[src/common/ckg_pkg.sv]
// Constants shared by the clock generator control register block
`default_nettype none
package ckg_pkg;
	// Serial frame layout: one direction bit, address, one data byte
	localparam int ADDR_W = 15;
	localparam int DATA_W = 8;
	localparam int INSTR_BITS = 16;
	localparam int FRAME_BITS = 24;
	localparam int CNT_W = 5;
	localparam logic [CNT_W-1:0] INSTR_LAST = 5'h0F;
	localparam logic [CNT_W-1:0] FRAME_LAST = 5'h17;
	localparam logic [CNT_W-1:0] DATA_FIRST = 5'h10;
	localparam logic [CNT_W-1:0] FRAME_DONE = 5'h18;

	// Register offsets
	localparam logic [ADDR_W-1:0] OFS_HOLD_RESET = 15'h0002;
	localparam logic [ADDR_W-1:0] OFS_PART_KIND = 15'h0003;
	localparam logic [ADDR_W-1:0] OFS_SERIAL_LOW = 15'h0004;
	localparam logic [ADDR_W-1:0] OFS_SERIAL_HIGH = 15'h0005;
	localparam logic [ADDR_W-1:0] OFS_VARIANT_REV = 15'h0006;
	localparam logic [ADDR_W-1:0] OFS_IF_VERSION = 15'h000B;
	localparam logic [ADDR_W-1:0] OFS_MAKER_LOW = 15'h000C;
	localparam logic [ADDR_W-1:0] OFS_MAKER_HIGH = 15'h000D;
	localparam logic [ADDR_W-1:0] OFS_COMMIT = 15'h000F;
	localparam logic [ADDR_W-1:0] OFS_LOOP_STATUS = 15'h0020;
	localparam logic [ADDR_W-1:0] OFS_REF_STATUS = 15'h0021;

	// Field positions
	localparam int HOLD_BIT = 2;
	localparam int COMMIT_BIT = 0;
	localparam int CAL_BUSY_BIT = 2;
	localparam int AUX_LOCK_BIT = 1;
	localparam int MAIN_LOCK_BIT = 0;
	localparam int REF_FIELD_LSB = 4;

	// Reset and fixed values
	localparam logic HOLD_RESET_VAL = 1'b0;
	localparam logic COMMIT_RESET_VAL = 1'b0;
	localparam logic [3:0] SERIAL_LOW_RSVD = 4'hF;
	localparam logic [1:0] REF_AGREE = 2'h0;
	localparam logic [1:0] REF_DISAGREE = 2'h3;
endpackage : ckg_pkg
`default_nettype wire

[src/common/ckg_port_if.sv]
// Register access carrier between the serial port engine and the register file
`default_nettype none
interface ckg_port_if;
	import ckg_pkg::*;
	logic sclk_sync;
	logic cs_active;
	logic sdi_sync;
	logic wr_stb;
	logic rd_stb;
	logic [ADDR_W-1:0] addr;
	logic [DATA_W-1:0] wdata;
	logic [DATA_W-1:0] rdata;

	modport port (input sclk_sync, input cs_active, input sdi_sync, input rdata,
		output wr_stb, output rd_stb, output addr, output wdata);
	modport regs (output sclk_sync, output cs_active, output sdi_sync, output rdata,
		input wr_stb, input rd_stb, input addr, input wdata);
endinterface : ckg_port_if
`default_nettype wire

[src/hw/ckg_serial_port.sv]
// Serial control port frame engine: instruction, address and one data byte
`default_nettype none
module ckg_serial_port
	import ckg_pkg::*;
(
	input wire logic clock,
	input wire logic nrst,
	ckg_port_if.port bus,
	output logic sdio_out,
	output logic sdio_oe
);
	logic sclk_d_reg;
	logic [CNT_W-1:0] bit_cnt_reg;
	logic [FRAME_BITS-2:0] shift_in_reg;
	logic is_read_reg;
	logic load_pend_reg;
	logic [DATA_W-1:0] shift_out_reg;
	logic rise;
	logic fall;

	// Edges taken from the second sync stage and its delayed copy
	assign rise = bus.sclk_sync & ~sclk_d_reg;
	assign fall = ~bus.sclk_sync & sclk_d_reg;

	always_ff @(posedge clock or negedge nrst)
	begin
		if (!nrst)
			sclk_d_reg <= 1'b0;
		else
			sclk_d_reg <= bus.sclk_sync;
	end

	always_ff @(posedge clock or negedge nrst)
	begin
		if (!nrst)
		begin
			bit_cnt_reg <= '0;
			shift_in_reg <= '0;
			is_read_reg <= 1'b0;
		end
		else if (!bus.cs_active)
		begin
			bit_cnt_reg <= '0;
			is_read_reg <= 1'b0;
		end
		else if (rise && bit_cnt_reg != FRAME_DONE)
		begin
			shift_in_reg <= {shift_in_reg[FRAME_BITS-3:0], bus.sdi_sync};
			bit_cnt_reg <= bit_cnt_reg + 5'h01;
			if (bit_cnt_reg == INSTR_LAST)
				is_read_reg <= shift_in_reg[INSTR_BITS-2];
		end
	end

	// Request strobes, one cycle each
	always_ff @(posedge clock or negedge nrst)
	begin
		if (!nrst)
		begin
			bus.wr_stb <= 1'b0;
			bus.rd_stb <= 1'b0;
			bus.addr <= '0;
			bus.wdata <= '0;
		end
		else
		begin
			bus.wr_stb <= 1'b0;
			bus.rd_stb <= 1'b0;
			if (bus.cs_active && rise && bit_cnt_reg == INSTR_LAST)
			begin
				bus.addr <= {shift_in_reg[ADDR_W-2:0], bus.sdi_sync};
				bus.rd_stb <= shift_in_reg[INSTR_BITS-2];
			end
			if (bus.cs_active && rise && bit_cnt_reg == FRAME_LAST && !is_read_reg)
			begin
				bus.wdata <= {shift_in_reg[DATA_W-2:0], bus.sdi_sync};
				bus.wr_stb <= 1'b1;
			end
		end
	end

	// Read data shifted out MSB first on falling edges
	always_ff @(posedge clock or negedge nrst)
	begin
		if (!nrst)
		begin
			load_pend_reg <= 1'b0;
			shift_out_reg <= '0;
			sdio_out <= 1'b0;
			sdio_oe <= 1'b0;
		end
		else if (!bus.cs_active)
		begin
			load_pend_reg <= 1'b0;
			sdio_oe <= 1'b0;
		end
		else
		begin
			load_pend_reg <= bus.rd_stb;
			if (load_pend_reg)
				shift_out_reg <= bus.rdata;
			else if (fall && is_read_reg && bit_cnt_reg >= DATA_FIRST && bit_cnt_reg < FRAME_DONE)
			begin
				sdio_out <= shift_out_reg[DATA_W-1];
				shift_out_reg <= {shift_out_reg[DATA_W-2:0], 1'b0};
				sdio_oe <= 1'b1;
			end
			else if (fall && bit_cnt_reg == FRAME_DONE)
				sdio_oe <= 1'b0;
		end
	end
endmodule : ckg_serial_port
`default_nettype wire

[src/hw/ckg_id_status_regs.sv]
// Identification, commit, hold-reset and status registers behind the serial control port
//
// What this block does
// - Writing one to the hold-reset bit (bit 2) holds chip logic in reset without touching any register value.
// - Offset 0x003 returns a fixed four-bit part kind code in bits 3:0 with the upper nibble reserved.
// - A fixed twelve-bit unit serial code sits in bits 7:4 of 0x004 (low nibble) and all of 0x005.
// - Offset 0x006 returns the silicon variant in its upper nibble and the revision in its lower nibble.
// - Offset 0x00B returns the eight-bit version of the serial control interface standard.
// - A sixteen-bit maker code is returned low byte at 0x00C and high byte at 0x00D.
// - Writing one to bit 0 of 0x00F copies buffered settings into active ones and the bit clears itself.
// - Bit 2 of 0x020 reads one while main loop calibration runs and zero otherwise.
// - Bits 1 and 0 of 0x020 read the lock state of the auxiliary and main loops.
// - With the monitor on, the reference field reads 00 when the active reference is judged valid.
`default_nettype none
module ckg_id_status_regs
	import ckg_pkg::*;
#(
	// Identity values below are arbitrary
	parameter logic [3:0] PART_KIND = 4'hA,
	parameter logic [11:0] UNIT_SERIAL = 12'h9C3,
	parameter logic [3:0] SILICON_VARIANT = 4'h3,
	parameter logic [3:0] SILICON_REVISION = 4'h2,
	parameter logic [7:0] IF_VERSION = 8'h07,
	parameter logic [15:0] MAKER_CODE = 16'hB7E2
)
(
	input wire logic clock,
	input wire logic nrst,
	input wire logic sclk,
	input wire logic cs_n,
	input wire logic sdio_in,
	output logic sdio_out,
	output logic sdio_oe,
	input wire logic main_loop_locked,
	input wire logic aux_loop_locked,
	input wire logic main_loop_cal_busy,
	input wire logic ref_monitor_active,
	input wire logic requested_ref,
	input wire logic active_ref,
	input wire logic [1:0] ref_monitor_code,
	output logic chip_hold_rst,
	output logic commit_pulse
);
	ckg_port_if bus ();

	logic sclk_s1_reg;
	logic sclk_s2_reg;
	logic cs_s1_reg;
	logic cs_s2_reg;
	logic sdi_s1_reg;
	logic sdi_s2_reg;
	logic hold_reg;
	logic commit_reg;
	logic [DATA_W-1:0] rdata_reg;
	logic [DATA_W-1:0] rdata_next;
	logic [7:0] stat_s1_reg;
	logic [7:0] stat_s2_reg;
	logic [1:0] ref_field;
	logic main_lock_s;
	logic aux_lock_s;
	logic cal_busy_s;
	logic mon_active_s;
	logic req_ref_s;
	logic act_ref_s;
	logic [1:0] mon_code_s;

	function automatic logic hit(input logic [ADDR_W-1:0] a, input logic [ADDR_W-1:0] ofs);
		hit = (a == ofs);
	endfunction : hit

	// Pins are asynchronous to clock: two stages before the frame engine sees them
	always_ff @(posedge clock or negedge nrst)
	begin
		if (!nrst)
		begin
			sclk_s1_reg <= 1'b0;
			sclk_s2_reg <= 1'b0;
			cs_s1_reg <= 1'b1;
			cs_s2_reg <= 1'b1;
			sdi_s1_reg <= 1'b0;
			sdi_s2_reg <= 1'b0;
		end
		else
		begin
			sclk_s1_reg <= sclk;
			sclk_s2_reg <= sclk_s1_reg;
			cs_s1_reg <= cs_n;
			cs_s2_reg <= cs_s1_reg;
			sdi_s1_reg <= sdio_in;
			sdi_s2_reg <= sdi_s1_reg;
		end
	end

	assign bus.sclk_sync = sclk_s2_reg;
	assign bus.cs_active = ~cs_s2_reg;
	assign bus.sdi_sync = sdi_s2_reg;
	assign bus.rdata = rdata_reg;

	ckg_serial_port u_port (
		.clock(clock),
		.nrst(nrst),
		.bus(bus.port),
		.sdio_out(sdio_out),
		.sdio_oe(sdio_oe)
	);

	// Status levels from the loop and monitor logic are on other clocks
	always_ff @(posedge clock or negedge nrst)
	begin
		if (!nrst)
		begin
			stat_s1_reg <= '0;
			stat_s2_reg <= '0;
		end
		else
		begin
			stat_s1_reg <= {ref_monitor_code, active_ref, requested_ref, ref_monitor_active,
				main_loop_cal_busy, aux_loop_locked, main_loop_locked};
			stat_s2_reg <= stat_s1_reg;
		end
	end

	assign main_lock_s = stat_s2_reg[0];
	assign aux_lock_s = stat_s2_reg[1];
	assign cal_busy_s = stat_s2_reg[2];
	assign mon_active_s = stat_s2_reg[3];
	assign req_ref_s = stat_s2_reg[4];
	assign act_ref_s = stat_s2_reg[5];
	// Two code bits may settle a cycle apart; the host should re-read on a change
	assign mon_code_s = stat_s2_reg[7:6];

	always_comb
	begin
		if (mon_active_s)
			ref_field = mon_code_s;
		else if (req_ref_s == act_ref_s)
			ref_field = REF_AGREE;
		else
			ref_field = REF_DISAGREE;
	end

	// Hold-reset only drives the chip reset; the map itself is untouched
	always_ff @(posedge clock or negedge nrst)
	begin
		if (!nrst)
			hold_reg <= HOLD_RESET_VAL;
		else if (bus.wr_stb && hit(bus.addr, OFS_HOLD_RESET))
			hold_reg <= bus.wdata[HOLD_BIT];
	end

	always_ff @(posedge clock or negedge nrst)
	begin
		if (!nrst)
			chip_hold_rst <= 1'b0;
		else
			chip_hold_rst <= hold_reg;
	end

	// Commit bit lives one cycle; a new write in that cycle sets it again
	always_ff @(posedge clock or negedge nrst)
	begin
		if (!nrst)
			commit_reg <= COMMIT_RESET_VAL;
		else if (bus.wr_stb && hit(bus.addr, OFS_COMMIT) && bus.wdata[COMMIT_BIT])
			commit_reg <= 1'b1;
		else
			commit_reg <= 1'b0;
	end

	always_ff @(posedge clock or negedge nrst)
	begin
		if (!nrst)
			commit_pulse <= 1'b0;
		else
			commit_pulse <= bus.wr_stb && hit(bus.addr, OFS_COMMIT) && bus.wdata[COMMIT_BIT];
	end

	// Read mux; unmapped offsets and reserved bits read zero except 0x004 bits 3:0, which read F, and writes elsewhere are dropped
	always_comb
	begin
		rdata_next = '0;
		case (bus.addr)
			OFS_HOLD_RESET:
				rdata_next[HOLD_BIT] = hold_reg;
			OFS_PART_KIND:
				rdata_next = {4'h0, PART_KIND};
			OFS_SERIAL_LOW:
				rdata_next = {UNIT_SERIAL[3:0], SERIAL_LOW_RSVD};
			OFS_SERIAL_HIGH:
				rdata_next = UNIT_SERIAL[11:4];
			OFS_VARIANT_REV:
				rdata_next = {SILICON_VARIANT, SILICON_REVISION};
			OFS_IF_VERSION:
				rdata_next = IF_VERSION;
			OFS_MAKER_LOW:
				rdata_next = MAKER_CODE[7:0];
			OFS_MAKER_HIGH:
				rdata_next = MAKER_CODE[15:8];
			OFS_COMMIT:
				rdata_next[COMMIT_BIT] = commit_reg;
			OFS_LOOP_STATUS:
			begin
				rdata_next[CAL_BUSY_BIT] = cal_busy_s;
				rdata_next[AUX_LOCK_BIT] = aux_lock_s;
				rdata_next[MAIN_LOCK_BIT] = main_lock_s;
			end
			OFS_REF_STATUS:
				rdata_next[REF_FIELD_LSB+1 -: 2] = ref_field;
			default:
				rdata_next = '0;
		endcase
	end

	always_ff @(posedge clock or negedge nrst)
	begin
		if (!nrst)
			rdata_reg <= '0;
		else if (bus.rd_stb)
			rdata_reg <= rdata_next;
	end
endmodule : ckg_id_status_regs
`default_nettype wire

[config.mk]
export PLATFORM = sky130hd
export DESIGN_NAME = ckg_id_status_regs
export DESIGN_NICKNAME = d
export VERILOG_FILES = /design/src/common/ckg_pkg.sv /design/src/common/ckg_port_if.sv /design/src/hw/ckg_serial_port.sv /design/src/hw/ckg_id_status_regs.sv
export SDC_FILE = /design/constraint.sdc
export NUM_CORES = 1
export LEC_CHECK = 0
export ABC_AREA = 1
export BUFFER_PORTS_ARGS = -buffer_cell sky130_fd_sc_hd__buf_2
export CAP_MARGIN = 40
export CORE_ASPECT_RATIO = 0.7
export CORE_UTILIZATION = 34
export DETAILED_ROUTE_END_ITERATION = 6
export PLACE_DENSITY_LB_ADDON = 0.2
export SYNTH_ARGS = -nofsm -noshare
export SYNTH_HDL_FRONTEND = slang
export SYNTH_SLANG_ARGS = --single-unit
[constraint.sdc]
create_clock -name clock -period 2.1 [get_ports clock]
set_input_delay 0.21 -clock clock [delete_from_list [all_inputs] [get_ports clock]]
set_output_delay 0.21 -clock clock [all_outputs]
set_load 0.1 [all_outputs]
==> run_results.csv, run 1 <==
group,metric,value,unit
clock_tree,cts_tree,"built",
critical_path,worstSetupPathType,"reg -> reg",
synthesis,synthSimpleGateAreaFrac,0.227,
critical_path,critical_path_required,2.31,ns
route,ant_nets,0,
critical_path,cp-end-kind,"register",
global_routing,grt_usage,0.140,
pwr,ir_drop,0.534,mV
clock_tree,clockBufferDepth,2,
clock_tree,clock-sinks,85,
clock_tree,cts_setup_buffers,0,
synthesis,synth_top_family_by_area,"simple AND/OR/NAND/NOR gates",
finish,syn2layout_area_growth,18.0,%
die,std_cell_rows,30,
sta,worst_pin_slew,0.529,ns
sta,finalClockSkew,0.00700,ns
synthesis,synthMuxAreaShare,0,
synthesis,synthesis.area,3520,sq um
global_routing,grt.overflow.total,0,
global_routing,first_global_vias,2421,
pwr,leakage,1.97,nW
die,ios,17,
finish,num_antenna_cells,0,
route,vias,2501,
route,first_iter_violations,157,
synthesis,synth_area_per_cell,9.00,sq um
synthesis,synth_xor_xnor_area_share,0,
global_routing,antenna_found_initial,0,
synthesis,ys_ff_latch,85,
sta,rsz0062_at_grt,"false",
route,drc,0,
clock_tree,htree_levels,3,
synthesis,synth_top_cell_by_area,"dfrtp_1",
pwr,powerDensity,820,nW/um^2
finish,fin_nets,439,
sta,finalWorstSetupSlack,0.510,ns
placement,dp_hpwl,4430,um
clock_tree,worst_skew_pair.late_latency,0.33,ns
sta,setup_viol,0,
placement,routabilityCongestion,0.799,
synthesis,synth.top_cell.area_share,0.590,
clock_tree,cts_inserted_buffers,9,
sta,fmax,629,MHz
die,start_util,0.357,
pwr,total_power,3.41,mW
die,die_area,10800,sq um
synthesis,synth_cells,391,
status,status,"finished, final reports clean",
critical_path,reg2reg_depth,7,
critical_path,cp_max_fo,31,
critical_path,r2r_setup_slack,0.51,ns
route,wl_per_cell,11.5,um
synthesis,synth_adder_area_share,0.0107,
clock_tree,root_buffer,"clkbuf_16",
synthesis,synth_edf_count,0,
route,detail_route.vias_per_cell,4.51,
synthesis,synth_cell_type_count,31,
synthesis,yosys-top-cells-count,"105 x nand2_1, 83 x dfrtp_1, 44 x nor2_1",
critical_path,cp-startpoint,"u_port.bit_cnt_reg[0]$_DFFE_PN0P_",
synthesis,synth.area.top_cells,"dfrtp_1 59%, nand2_1 11%, nor2_1 4.7%, inv_1 4.5%, o21ai_0 3.7%",
global_routing,grt_start_max_net_pins,46,
critical_path,start_kind,"register",
critical_path,endpoint,"u_port.bus.addr[6]$_DFFE_PN0N_",
synthesis,syn_nets,407,
route,first_pass_iters,4,
die,die_h,87.1,um
sta,finalCritPeriodShare,0.757,
critical_path,r2r-start,"u_port.bit_cnt_reg[0]$_DFFE_PN0P_",
synthesis,synth_most_common_cell,"nand2_1",
flow_run,maxCapViolCount,0,
global_routing,grt_pass1_wl,11500,um
synthesis,ys.flop_type,"dfrtp_1",
die,coreArea,9870,sq um
finish,drive_above_1_share,0.126,
sta,drv_slew,0,
route,wl,6390,um
synthesis,synth-compound-area-share,0.0896,
sta,tns,0,ns
placement,port_buffers,16,
critical_path,cp.arrival,1.80,ns
sta,hold_violations,0,
die,die_w,124,um
placement,dp_worst_setup_slack,0.503,ns
hold_path,min_path_type,"reg -> reg",
synthesis,yosysSeqAreaShare,0.605,
sta,slew_headroom,0.648,
clock_tree,path_clk_slew,0.06,ns
synthesis,async_flop_share,1.00,
critical_path,r2r-end,"u_port.bus.addr[6]$_DFFE_PN0N_",
sta,period_needed,1.59,ns
synthesis,ys_warn_count,0,
report_power, final:
group	switching [mW]	total, mW	internal (mW)
Sequential	0.0305	1.73	1.70
Clock	0.611	1.52	0.913
Combinational	0.0925	0.149	0.0570
cell type report:
| cell class | instances | area, sq um |
|---|---|---|
| Clock inverter | 4 | 50.0 |
| Timing Repair Buffer | 32 | 245 |
| Clock buffer | 11 | 233 |
| Fill cell | 992 | 5720 |
| Sequential cell | 85 | 2130 |
| Inverter | 49 | 184 |
| Tap cell | 128 | 160 |
| Multi-Input combinational cell | 246 | 1150 |
through the flow:
step	instance area [sq um]	util	hold WS, ns	instances
floorplan	3520	-	-0.0856	391
global placement	3750	0.380	0.238	528
detailed placement	3750	0.380	0.240	528
CTS	4150	0.421	0.348	555
global route	4150	0.421	0.352	555
finish	4150	0.421	0.346	555
placed cells by master (no fill, tap or decap), types with 3 or more instances in the layout:
| master | netlist | layout |
|---|---|---|
| nand2_1 | 105 | 105 |
| dfrtp_1 | 83 | 83 |
| nor2_1 | 44 | 44 |
| inv_1 | 42 | 42 |
| o21ai_0 | 26 | 26 |
| o21ai_1 | 18 | 18 |
| buf_2 | 2 | 15 |
| nand3_1 | 14 | 14 |
| dlygate4sd3_1 | 0 | 12 |
| nand4_1 | 9 | 9 |
| clkbuf_16 | 0 | 9 |
| inv_2 | 6 | 6 |
| a31oi_1 | 5 | 5 |
| buf_4 | 0 | 4 |
| nor3_1 | 3 | 3 |
| nor2_2 | 3 | 3 |
| a31oi_2 | 3 | 3 |
| ha_1 | 3 | 3 |
layer usage:
| metal | GRT usage | wire length [um] | up-vias |
|---|---|---|---|
| li1 | - | - | 1303 |
| met1 | 0.209 | 3600 | 1151 |
| met2 | 0.186 | 2470 | 37 |
| met3 | 0.0432 | 235 | 10 |
| met4 | 0.0559 | 82 | 0 |
| met5 | 0 | 0 | - |
worst min path at each step:
stage / startpoint / to / slack, ns / cells after the start
final: stat_s1_reg[1]$_DFF_PN0_ / stat_s2_reg[1]$_DFF_PN0_ / 0.35 / 0
after detailed placement: nrst / u_port.bit_cnt_reg[1]$_DFFE_PN0P_ / 0.24 / 1
after global routing: stat_s1_reg[3]$_DFF_PN0_ / stat_s2_reg[3]$_DFF_PN0_ / 0.35 / 0
after floorplan: nrst / bus.rdata[0]$_DFFE_PN0P_ / -0.09 / 0
after global placement: nrst / bus.sclk_sync$_DFF_PN0_ / 0.24 / 1
after CTS: stat_s1_reg[1]$_DFF_PN0_ / stat_s2_reg[1]$_DFF_PN0_ / 0.35 / 0
logic make-up (layout without fill, tap and decap cells):
family	Yosys count	after routing
adders and majority gates	3	3
and+or+nand+nor	187	187
buffers and inverters	60	96
DFF	85	85
AOI/OAI and AO/OA	56	56
what timing repair did:
action	CTS	global route
endpoints found under the hold margin	49	0
gates resized for setup	0	0
hold buffers	12	0
critical path, cell delays in order, from the launching register on:
cell and delay (ns):
dfrtp_1 0.40, ha_1 0.22, nand2_1 0.14, nor2_1 0.06
ha_1 0.19, nand2_1 0.06, buf_4 0.26, o21ai_0 0.12
Note: power is estimated with default switching activity, not from simulation.
==> run 2, diff against run 1 <==
--- a/config.mk
+++ b/config.mk
@@ -5,7 +5,7 @@
 export SDC_FILE = /design/constraint.sdc
 export NUM_CORES = 1
 export LEC_CHECK = 0
-export ABC_AREA = 1
+export ABC_AREA = 0
 export BUFFER_PORTS_ARGS = -buffer_cell sky130_fd_sc_hd__buf_2
 export CAP_MARGIN = 40
 export CORE_ASPECT_RATIO = 0.7
==> constraint.sdc (replaced) <==
create_clock -name clock -period 1.35 [get_ports clock]
set_input_delay 0.135 -clock clock [delete_from_list [all_inputs] [get_ports clock]]
set_output_delay 0.135 -clock clock [all_outputs]
set_load 0.1 [all_outputs]
==> run_results.csv, run 2 <==
group,metric,value,unit
route,wl,7470,um
critical_path,cp.arrival,2.04,ns
placement,port_buffers,16,
pwr,switching_share,0.235,
synthesis,synth_most_common_cell,"dfrtp_1",
clock_tree,root_buffer,"clkbuf_16",
synthesis,synth_cells,255,
sta,rsz0062_at_grt,"true",
synthesis,synth_area_per_cell,13.4,sq um
synthesis,synth.top_cell.area_share,0.606,
finish,syn2layout_area_growth,45.2,%
status,violations,"negative setup slack",
sta,tns,-15.30,ns
sta,period_needed,1.78,ns
route,wl_per_cell,15.7,um
pwr,pwr-share-seq,0.503,
critical_path,cp_max_fo,4,
synthesis,synth_edf_count,0,
sta,finalClockSkew,0.00944,ns
global_routing,grt_start_max_net_pins,43,
synthesis,syn_nets,271,
finish,fin_area,4980,sq um
critical_path,r2r_setup_slack,-0.43,ns
critical_path,worstSetupPathType,"reg -> reg",
hold_path,min_path_type,"in -> async",
route,ant_nets,0,
synthesis,synth_top_cell_by_area,"dfrtp_1",
synthesis,synthesis.area,3430,sq um
pwr,pwr-share-clk,0.425,
die,coreArea,9760,sq um
sta,slew_headroom,0.679,
critical_path,start_kind,"register",
finish,fillCellCount,869,
pwr,ir_drop,0.672,mV
placement,dp_hpwl,4630,um
critical_path,cp-end-kind,"register",
synthesis,ys_ff_latch,85,
critical_path,reg2reg_depth,4,
global_routing,grt.overflow.total,0,
clock_tree,cts_inserted_buffers,9,
route,first_iter_violations,89,
synthesis,async_flop_share,1.00,
sta,fmax,562,MHz
finish,drive_above_1_share,0.514,
clock_tree,cts_tree,"built",
global_routing,grt_usage,0.160,
synthesis,ys_warn_count,0,
sta,setup_viol,58,
route,drc,0,
pwr,powerDensity,1130,nW/um^2
die,start_util,0.351,
finish,multi_input_area,1630,sq um
finish,fin_nets,357,
pwr,pwr-share-comb,0.071,
finish,regArea,2130,sq um
pwr,total_power,5.62,mW
sta,hold_violations,0,
pwr,internal_power,4.30,mW
placement,routabilityCongestion,0.793,
synthesis,yosys-top-cells-count,"83 x dfrtp_1, 46 x mux2_2, 16 x nand2_1",
sta,worst_pin_slew,0.485,ns
pwr,leakage,2.33,nW
route,vias,2275,
die,ios,17,
pwr,power_switching,1.32,mW
placement,dp_cells,427,
sta,drv_slew,0,
global_routing,grt_pass1_wl,12500,um
finish,num_antenna_cells,0,
sta,finalWorstSetupSlack,-0.431,ns
synthesis,ys.flop_type,"dfrtp_1",
placement,dp_worst_setup_slack,-0.526,ns
synthesis,synth_cell_type_count,50,
clock_tree,clock-sinks,85,
clock_tree,worst_skew_pair.late_latency,0.34,ns
placement,place_area,4090,sq um
die,std_cell_rows,30,
route,detail_route.vias_per_cell,4.80,
die,die_h,86.0,um
status,status,"complete, but fails checks",
global_routing,antenna_found_initial,0,
finish,final_cells,474,
clock_tree,path_clk_slew,0.07,ns
route,first_pass_iters,4,
sta,finalCritPeriodShare,1.32,
die,die_w,122,um
finish,final_cell_mix,"80 x dfrtp_1, 37 x mux2_4, 37 x buf_4, 14 x buf_2, 14 x buf_6",
flow_run,maxCapViolCount,0,
clock_tree,clockBufferDepth,2,
synthesis,synth.area.top_cells,"dfrtp_1 61%, mux2_2 15%, nand2_1 1.8%, dfstp_2 1.5%, o21ai_0 1.3%",
clock_tree,htree_levels,3,
global_routing,first_global_vias,2385,
critical_path,critical_path_required,1.61,ns
synthesis,yosysSeqAreaShare,0.621,
finish,final_common_cell,"dfrtp_1",
die,die_area,10500,sq um
==> run 2: layout make-up <==
type / count / share of cell area
flip-flops and latches: 85 / 0.428
clock inverters: 6 / 0.0103
multi-input cells: 155 / 0.327
clock buffers: 10 / 0.0480
well taps: 128 / 0.0322
repair buffers: 83 / 0.149
inverters: 7 / 0.00528
==> run 2: worst paths after layout <==
path,start,to
setup / recovery,u_port.bus.addr[14]$_DFFE_PN0N_,bus.rdata[2]$_DFFE_PN0P_
hold / removal,nrst,u_port.bit_cnt_reg[2]$_DFFE_PN0P_
setup reg to reg,u_port.bus.addr[14]$_DFFE_PN0N_,bus.rdata[2]$_DFFE_PN0P_
hold reg to reg,stat_s1_reg[0]$_DFF_PN0_,stat_s2_reg[0]$_DFF_PN0_
max in group asynchronous,nrst,u_port.bus.addr[2]$_DFFE_PN0N_
min in group clock,stat_s1_reg[0]$_DFF_PN0_,stat_s2_reg[0]$_DFF_PN0_
==> run 2: kinds of logic (layout without fill, tap and decap cells) <==
logic type,Yosys count,count (layout),share of synthesized area
adders and majority gates,3,3,0.0109
and+or+nand+nor,71,72,0.127
xor gates and xnor gates,3,3,0.00766
AOI/OAI and AO/OA,28,28,0.0536
muxes,49,49,0.160
DFF,85,85,0.621
buffers and inverters,16,106,0.0201
==> run 2: critical path, stage by stage, from the launching register on <==
cell and delay, ns:
dfrtp_1 0.37, or4_4 0.59, nor4_4 0.21, or3b_1 0.39
a31oi_1 0.14
==> run 2: through the flow <==
step	hold WS, ns	util
floorplan	-0.161	-
global placement	0.0987	0.419
detailed placement	0.104	0.419
CTS	0.270	0.489
global route	0.319	0.510
finish	0.278	0.510
==> run 2: power by group through the flow <==
stage / logic [mW] / registers [mW] / clock network (mW)
2_1_floorplan: 0.189 / 2.82 / 0
3_3_place_gp: 0.300 / 2.86 / 0
3_5_place_dp: 0.306 / 2.86 / 0
4_1_cts: 0.389 / 2.83 / 2.46
5_1_grt: 0.441 / 2.85 / 2.56
6_report: 0.400 / 2.83 / 2.39
==> run 2: per-layer routing <==
layer / track usage / up-vias / wire, um
met2: 0.227 / 31 / 3240
met1: 0.228 / 1144 / 3870
met5: 0 / - / 0
li1: - / 1090 / -
met4: 0.0539 / 0 / 109
met3: 0.0499 / 10 / 245
==> run 2: what timing repair did <==
action,in CTS,in global routing
endpoints found under the setup margin,58,60
pin swaps,22,24
resized for setup,47,32
hold buffers,12,0
setup buffers,7,14
cloned,2,0
hold endpoints to repair,36,0
